$ cat config.mk
export PLATFORM = sky130hd
export DESIGN_NAME = ept_timer
export DESIGN_NICKNAME = d
export VERILOG_FILES = /design/src/include/ept_pkg.sv /design/src/rtl/ept_timer.sv
export SDC_FILE = /design/constraint.sdc
export NUM_CORES = 1
export LEC_CHECK = 0
export ABC_AREA = 0
export BUFFER_PORTS_ARGS = -buffer_cell sky130_fd_sc_hd__buf_2
export CORE_ASPECT_RATIO = 1.2
export CORE_MARGIN = 3
export CORE_UTILIZATION = 51
export DETAILED_ROUTE_END_ITERATION = 10
export GPL_TIMING_DRIVEN = 0
export PLACE_DENSITY = 0.75
export SYNTH_ARGS = -nofsm -noshare
export SYNTH_HDL_FRONTEND = slang
export SYNTH_SLANG_ARGS = --single-unit
$ cat constraint.sdc
create_clock -name ref_clk_i -period 4.86 [get_ports ref_clk_i]
set_clock_uncertainty 0.1 [all_clocks]
set_input_delay 0.972 -clock ref_clk_i [delete_from_list [all_inputs] [get_ports ref_clk_i]]
set_output_delay 0.972 -clock ref_clk_i [all_outputs]
set_load 0.03 [all_outputs]
$ cat src/include/ept_pkg.sv
// Purpose: Shared constants for the eight-bit period timer
// Assumes: Byte-wide registers on a plain strobe port
// Notes:   Offsets of the register map are chosen locally
package ept_pkg;
   localparam int unsigned ADDR_W = 4;
   localparam int unsigned DATA_W = 8;
   // Register offsets
   localparam logic [3:0] OFF_CTRL = 4'h0;
   localparam logic [3:0] OFF_COUNT = 4'h1;
   localparam logic [3:0] OFF_MATCH = 4'h2;
   localparam logic [3:0] OFF_FLAG = 4'h3;
   localparam logic [3:0] OFF_ENABLE = 4'h4;
   // Control fields
   localparam int unsigned IDIV_LSB = 0;
   localparam int unsigned RUN_BIT = 2;
   localparam int unsigned MDIV_LSB = 3;
   localparam int unsigned MDIV_W = 4;
   localparam logic [7:0] CTRL_WMASK = 8'h7f;
   // Reset values
   localparam logic [7:0] CTRL_RST = 8'h00;
   localparam logic [7:0] COUNT_RST = 8'h00;
   localparam logic [7:0] MATCH_RST = 8'hff;
   // Prescale: input divider codes and terminal counts
   localparam logic [1:0] IDIV_1 = 2'h0;
   localparam logic [1:0] IDIV_4 = 2'h1;
   localparam logic [3:0] PRE_TC_1 = 4'h0;
   localparam logic [3:0] PRE_TC_4 = 4'h3;
   localparam logic [3:0] PRE_TC_16 = 4'hf;
endpackage

$ cat src/rtl/ept_timer.sv
// Purpose: Eight-bit period timer with prescaler and postscaler
// Assumes: ref_clk_i is the instruction clock; all inputs but the asynchronous resetn_i are synchronous
// Notes:   Register read data stands one cycle after the read strobe
//
// Summary of operation
// - Running count increments from zero per tick
// - Input divider selects divide 1, 4, 16
// - Count compared to match value each cycle
// - Match reloads count with zero next
// - Match clocks 4-bit postscaler; sets flag
// - Count and match registers read/write anytime
// - Reset clears count, match becomes all ones
// - Count or control write clears both scalers
// - Control write leaves count value unchanged
// - Run bit enables counting; cleared stops it
// - Postscale ratio is match divider plus one
// - Postscaler terminal count latches match flag
// - Interrupt only when match enable set
// - Unscaled match output drives capture/compare
// - Timer output offered as serial shift clock
//
// Local design decisions: the plain strobed port and the register offsets.
module ept_timer (
   input wire logic ref_clk_i,
   input wire logic resetn_i,
   input wire logic [3:0] addr_i,
   input wire logic [7:0] wdata_i,
   input wire logic wr_i,
   input wire logic rd_i,
   output logic [7:0] rdata_o,
   output logic irq_o,
   output logic match_o,
   output logic shift_clk_o
);

   //------------------------------------------------------------
   // Register decode
   //------------------------------------------------------------
   logic [7:0] ctrl_q, ctrl_d;
   logic [7:0] count_q, count_d;
   logic [7:0] match_val_q, match_val_d;
   logic [3:0] pre_q, pre_d;
   logic [3:0] post_q, post_d;
   logic flag_q, flag_d;
   logic enable_q, enable_d;
   logic [7:0] rdata_q, rdata_d;
   logic match_q, shift_q, irq_q;

   // Write selects per register
   wire wr_ctrl = wr_i && (addr_i == ept_pkg::OFF_CTRL);
   wire wr_count = wr_i && (addr_i == ept_pkg::OFF_COUNT);
   wire wr_match = wr_i && (addr_i == ept_pkg::OFF_MATCH);
   wire wr_flag = wr_i && (addr_i == ept_pkg::OFF_FLAG);
   wire wr_enable = wr_i && (addr_i == ept_pkg::OFF_ENABLE);

   // Control fields
   wire run = ctrl_q[ept_pkg::RUN_BIT];
   wire [1:0] idiv = ctrl_q[ept_pkg::IDIV_LSB +: 2];
   wire [3:0] mdiv = ctrl_q[ept_pkg::MDIV_LSB +: ept_pkg::MDIV_W];

   //------------------------------------------------------------
   // Prescaler and counter
   //------------------------------------------------------------
   // Terminal count for the selected prescale ratio
   wire [3:0] pre_tc = (idiv == ept_pkg::IDIV_1) ? ept_pkg::PRE_TC_1 :
                       (idiv == ept_pkg::IDIV_4) ? ept_pkg::PRE_TC_4 :
                       ept_pkg::PRE_TC_16;
   wire pre_wrap = (pre_q == pre_tc);
   wire tick = run && pre_wrap;
   // Comparator works every cycle, independent of the tick
   wire hit = (count_q == match_val_q);
   // A match restarts from zero only when a tick would advance,
   // so the count dwells on the match value for a full period
   wire reload = tick && hit;
   wire post_wrap = (post_q == mdiv);
   wire post_fire = reload && post_wrap;
   wire scaler_clr = wr_count || wr_ctrl;

   // Prescaler only counts while running; stopped, it holds unless a count or control write clears it
   assign pre_d = scaler_clr ? 4'h0 :
                  !run ? pre_q :
                  pre_wrap ? 4'h0 : pre_q + 4'h1;
   // Postscaler counts match events up to the selected ratio
   assign post_d = scaler_clr ? 4'h0 :
                   !reload ? post_q :
                   post_wrap ? 4'h0 : post_q + 4'h1;
   // Software write has precedence over counting
   assign count_d = wr_count ? wdata_i :
                    reload ? ept_pkg::COUNT_RST :
                    tick ? count_q + 8'h01 : count_q;
   // Control write touches only control bits, never the count
   assign ctrl_d = wr_ctrl ? (wdata_i & ept_pkg::CTRL_WMASK)
                           : ctrl_q;
   assign match_val_d = wr_match ? wdata_i : match_val_q;

   //------------------------------------------------------------
   // Interrupt flag and enable
   //------------------------------------------------------------
   // Write one clears; a new event in the same cycle wins
   assign flag_d = post_fire || (flag_q && !(wr_flag && wdata_i[0]));
   assign enable_d = wr_enable ? wdata_i[0] : enable_q;

   // Read mux; unmapped offsets read zero
   always_comb begin
      rdata_d = 8'h00;
      if (rd_i) begin
         unique case (addr_i)
            ept_pkg::OFF_CTRL: rdata_d = ctrl_q;
            ept_pkg::OFF_COUNT: rdata_d = count_q;
            ept_pkg::OFF_MATCH: rdata_d = match_val_q;
            ept_pkg::OFF_FLAG: rdata_d = {7'h00, flag_q};
            ept_pkg::OFF_ENABLE: rdata_d = {7'h00, enable_q};
            default: rdata_d = 8'h00;
         endcase
      end
   end

   //------------------------------------------------------------
   // State registers
   //------------------------------------------------------------
   // Reset values for all state
   always_ff @(posedge ref_clk_i or negedge resetn_i) begin
      if (!resetn_i) begin
         ctrl_q <= ept_pkg::CTRL_RST;
         count_q <= ept_pkg::COUNT_RST;
         match_val_q <= ept_pkg::MATCH_RST;
         pre_q <= 4'h0;
         post_q <= 4'h0;
         flag_q <= 1'b0;
         enable_q <= 1'b0;
      end else begin
         ctrl_q <= ctrl_d;
         count_q <= count_d;
         match_val_q <= match_val_d;
         pre_q <= pre_d;
         post_q <= post_d;
         flag_q <= flag_d;
         enable_q <= enable_d;
      end
   end

   // Registered outputs
   always_ff @(posedge ref_clk_i or negedge resetn_i) begin
      if (!resetn_i) begin
         rdata_q <= 8'h00;
         match_q <= 1'b0;
         shift_q <= 1'b0;
         irq_q <= 1'b0;
      end else begin
         rdata_q <= rdata_d;
         match_q <= reload;
         shift_q <= shift_q ^ reload;
         irq_q <= flag_d && enable_d;
      end
   end

   assign rdata_o = rdata_q;
   assign match_o = match_q;
   assign shift_clk_o = shift_q;
   assign irq_o = irq_q;
endmodule

== Word level (Yosys, flattened, before mapping) ==
Cells that the tools add are included.
Storage, ports and cells
  register bits after elaboration: 44
  input bits: 16
  output and inout port bits: 11
Cells by class
  $add $sub $neg: 3
  eq/ne operators: 8
  muxes and demuxes: 14
  bitwise logic cells: 1
  reduce and logical (&&, ||, !) cells: 19
Operators by type and width (number)
  $pmux 8 s5: 1
  $mux 4: 8
  $mux 8: 4
  $logic_and 1x1->1: 11
  $add 4x1->4 const B: 2
  $add 8x1->8 const B: 1
  $eq 4x2->1 const B: 2
  $eq 4x4->1: 2
  $eq 8x8->1: 1
  $eq 4x1->1 const B: 1
  $eq 4x3->1 const B: 1
  $logic_not 4->1: 1
  $reduce_bool 2->1: 2
  $reduce_bool 3->1: 1
  $eq 2x1->1 const B: 1
  $logic_not 2->1: 1
  $logic_or 1x1->1: 2
  $logic_not 1->1: 1
  $mux 1: 1
  $xor 1x1->1: 1

== Depth between registers and ports, before layout ==
  depth after elaboration: 9
  depth in mapped cells: 7
  depth with buffers taken out: 6

== Least setup slack after synthesis ==
Ideal clock, no wire load.
  path kind: input to register
  from: in addr_i[1]
  to: reg count_q[4]
  arrival: 2.053 ns
  path slack: 2.581 ns
  stages on the path: 6
  buffers on the path: 1
  path through: nor4b_4 > and2_4 > buf_6 > nor3_1 > a32oi_1 > o21ai_1
Between the ends
  cells in the longest elaborated chain, start to end: 3
  elaborated cells between the ends (all ways): 4
  classes of those cells: eq/ne: 1; mux: 1; reduce/logical: 2
Ends and longest elaborated chain
  from (decl): RTL line ept_timer.sv:26  | input wire logic [3:0] addr_i,
  $eq 4x1->1 (*): RTL line ept_timer.sv:51  | wire wr_count = wr_i && (addr_i == ept_pkg::OFF_COUNT);
  $logic_and 1x1->1 (*): RTL line ept_timer.sv:51
  $reduce_bool 3->1 (no line) or $mux 8 (tied branches)
  to (signal assigned): RTL line ept_timer.sv:125  | count_q <= ept_pkg::COUNT_RST;
  to (signal assigned): RTL line ept_timer.sv:133  | count_q <= count_d;
  to (decl): RTL line ept_timer.sv:40  | logic [7:0] count_q, count_d;
Every way passes the cells marked *; elsewhere a longest branch is shown, timed or not.
A chain may end at the register's enable or synchronous reset.

== Final worst setup path ==
  from: in addr_i[3]
  to: reg count_q[6]
Same word-level chain as after synthesis.

==> results.md <==
- CTS clk-pin slew, worst paths: roughly 0.080 ns
- Sequential share of power: 0.477
- Total Wirelength: 5.03 mm
- Post-Syn Instances: roughly 230
- Post-DRT Antenna Nets: 0
- Syn_nets: roughly 250
- EDFF count, synth: 0
- Clock latency at the later pin of the worst-skew pair: ~0.30 ns
- WL/cell: about 16 microns
- Final worst slack: 2.50 ns
- Post-CTS Resized: 0
- Top FF cell, synth: dfrtp_1
- Sw frac: 0.339
- Die width: 68.1 microns
- Seq/Total Area, Yosys: 0.471
- Synthesis-stage register bit count: 44
- DR vias: around 1800
- Cell Area, Placed: 2560 sq um
- FP Rows: 26
- First-pass detailed-route iteration total: 4
- Critical-path maximum fanout: 10
- GP Congestion: 0.876
- Largest net degree at the start of global routing: 45
- Clock share of power: 0.247
- Final non-filler cell total: 316
- Setup TNS: 0 ns
- Synth Cell Area: 2360 sq um
- Switching power: 385 uW
- CP arrival: 2.45 ns
- Die Y: 80.5 microns
- Worst Hold Class: register to register
- Power Density: approximately 430 nW/um^2
- Netlist cell types: 39
- DP Worst Slack: between 2 and 2.5 ns
- Peak supply drop: between 0.2 and 0.25 mV
- Final period utilization: 0.487
- Min Hold Slack: 0.365 ns
- TritonCTS clock tree: built
- Placed instance count: 308
- CTS root buffer: clkbuf_8
- Slew HR: 0.353
- Fin. max-slew vios: 0
- Min-Delay Startpoint: shift_clk_o
- Fin area: about 2700 sq um
- Critical R2R Launch: match_val_q[7]
- # setup viols final: 0
- Reg-to-reg slack, setup: between 2 and 3 ns
- CP Capture Type: register
- Initial antenna violation count: 0
- Fmax achieved: 0.423 GHz
- Gate power share: 0.277
- RSZ-0062 raised after global routing: false
- R2R depth: 6
- RR Endpoint: count_q[3]
- Kind of critical path: primary input to register
- Std-Cell Core Area: 4360 sq um
- Type of origin of the critical path: primary input
- Dpl hpwl: 3.59 mm
- H-tree Lvls: 2
- DRT iter0 DRCs: 177
- # port buffers: 26
- Final #Nets: 278
- Crit path time final: 2.36 ns
- Clock buffer depth: 2
- Hold Violations, Final: 0
- DRC: 0
- Int Power: 750 uW
- Hold_buf cts: 0
- Synth-to-layout area growth: 13.2%
- Layout cells sized above 1: 0.285
- Total track usage: 0.204
- CP required: 4.94 ns
- Asr flop ratio synth: 1.00
- Leak: between 0.001 and 0.0015 uW
- Mean Syn Cell Area: 10.4 sq um
- Status: completed
- Starting Density: 0.541
- Hold Path Sink: shift_clk_o
- CTS Buf Count: 5
- Hold depth: 1
- Ant diodes: 0
- Worst-margin pin slew: 0.971 ns
- Fillers: around 390
- Total grt overflow: 0
- Total die area: 5480 sq um
- Max_cap viols: 0
- DR vias/cell: ~5.8
- Vias in the first global route: roughly 1800
- # Post-CTS Setup Buffers: 0
- Synth Warn #: 0
- Global-route wire length before repair: 8.34 mm
- Clock sink total: 44
- # IOs: 27
## worst max-delay path by stage
stage               cells after the start       from          to
global placement                        7  addr_i[3]  count_q[4]
global route                            7  addr_i[3]  count_q[4]
CTS                                     7  addr_i[3]  count_q[2]
floorplan                               6  addr_i[1]  count_q[4]
finish                                  7  addr_i[3]  count_q[6]
detailed placement                      7  addr_i[3]  count_q[2]
## cells in the mapped netlist (6+ instances only)
library cell | instances | area, sq um
a21oi_1 | 18 | 90.1
a32oi_1 | 6 | 52.6
dfrtp_1 | 36 | 901
dfstp_2 | 8 | 210
mux2_2 | 16 | 180
mux2i_1 | 8 | 80.1
nand2_1 | 17 | 63.8
nand3_1 | 6 | 30.0
nand4_1 | 6 | 37.5
nor2_1 | 22 | 82.6
nor3_1 | 8 | 40.0
o21ai_0 | 7 | 35.0
xor2_1 | 10 | 87.6
## kinds of logic (layout without fill, tap and decap cells)
family / count (synthesis) / in the layout / synth area share
XOR/XNOR: 14 / 14 / 0.0520
buffers and inverters: 11 / 45 / 0.0260
adder cells (fa/ha/maj): 3 / 3 / 0.0159
multiplexers: 25 / 25 / 0.120
AND/OR/NAND/NOR: 84 / 84 / 0.193
flip-flops: 44 / 44 / 0.471
AO/OA/AOI/OAI: 45 / 45 / 0.122
## worst max-delay path: stages
cell and delay [ns]:
buf_2 0.13, nor4b_4 0.58, and2_4 0.28, buf_6 0.15, nor3_1 0.06, a32oi_1 0.19
o21ai_1 0.08
## routing by layer
metal / vias up / global-route usage / wire length (microns)
met5: - / 0 / 0
met4: 0 / 0.0736 / 82
met3: 10 / 0.0392 / 186
met2: 34 / 0.332 / 2510
met1: 900 / 0.266 / 2250
li1: 881 / - / -
## cells in the final DEF (no fill, tap or decap), types with 2 or more instances in the layout
cell type | Yosys | final
nor3_1 | 8 | 8
o21ai_0 | 7 | 7
nand2_1 | 17 | 17
xnor2_1 | 4 | 4
clkbuf_8 | 0 | 5
buf_2 | 4 | 30
a32oi_1 | 6 | 6
nand4b_1 | 3 | 3
a31oi_1 | 4 | 4
nand4_1 | 6 | 6
and2_1 | 5 | 5
ha_1 | 3 | 3
a21oi_1 | 18 | 18
o21ai_1 | 3 | 3
mux2_2 | 16 | 16
mux2i_1 | 8 | 8
dfrtp_1 | 36 | 36
nand3_1 | 6 | 6
dfstp_2 | 8 | 8
nor3b_1 | 2 | 2
nor2_1 | 22 | 22
nor2b_1 | 4 | 4
nor4_2 | 2 | 2
o31ai_1 | 3 | 3
clkbuf_1 | 3 | 3
and3_1 | 3 | 3
inv_1 | 2 | 2
xor2_1 | 10 | 10
buf_6 | 2 | 2
## through the flow
stage / total power, uW / utilization
floorplan: 772 / -
global placement: 849 / 0.587
detailed placement: 863 / 0.587
CTS: 1140 / 0.612
global route: 1210 / 0.612
finish: 1140 / 0.612
## cell type report
type | instances | area (sq um) | area share
tap | 56 | 70.1 | 0.0263
clock inverter | 3 | 42.5 | 0.0159
multi-input combinational | 171 | 1180 | 0.444
clock buffer | 5 | 68.8 | 0.0258
sequential | 44 | 1110 | 0.416
timing repair buffer | 26 | 130 | 0.0488
buffer | 9 | 53.8 | 0.0202
inverter | 2 | 7.51 | 0.00281
## power by group through the flow
stage                     Clock, uW  Sequential, uW  Combinational, uW
after floorplan                   0             534                239
after global placement            0             544                304
after detailed placement          0             548                315
after CTS                       284             540                317
after global routing            302             554                358
final                           280             541                314
## registers in the layout, summed over array words and instances (netlist names)
register / cells
count_q: 8
match_val_q: 8
rdata_o: 8
ctrl_q: 7
post_q: 4
pre_q: 4
enable_q: 1
flag_q: 1
irq_o: 1
match_o: 1
shift_clk_o: 1
Power figures use the tool's default switching activity.
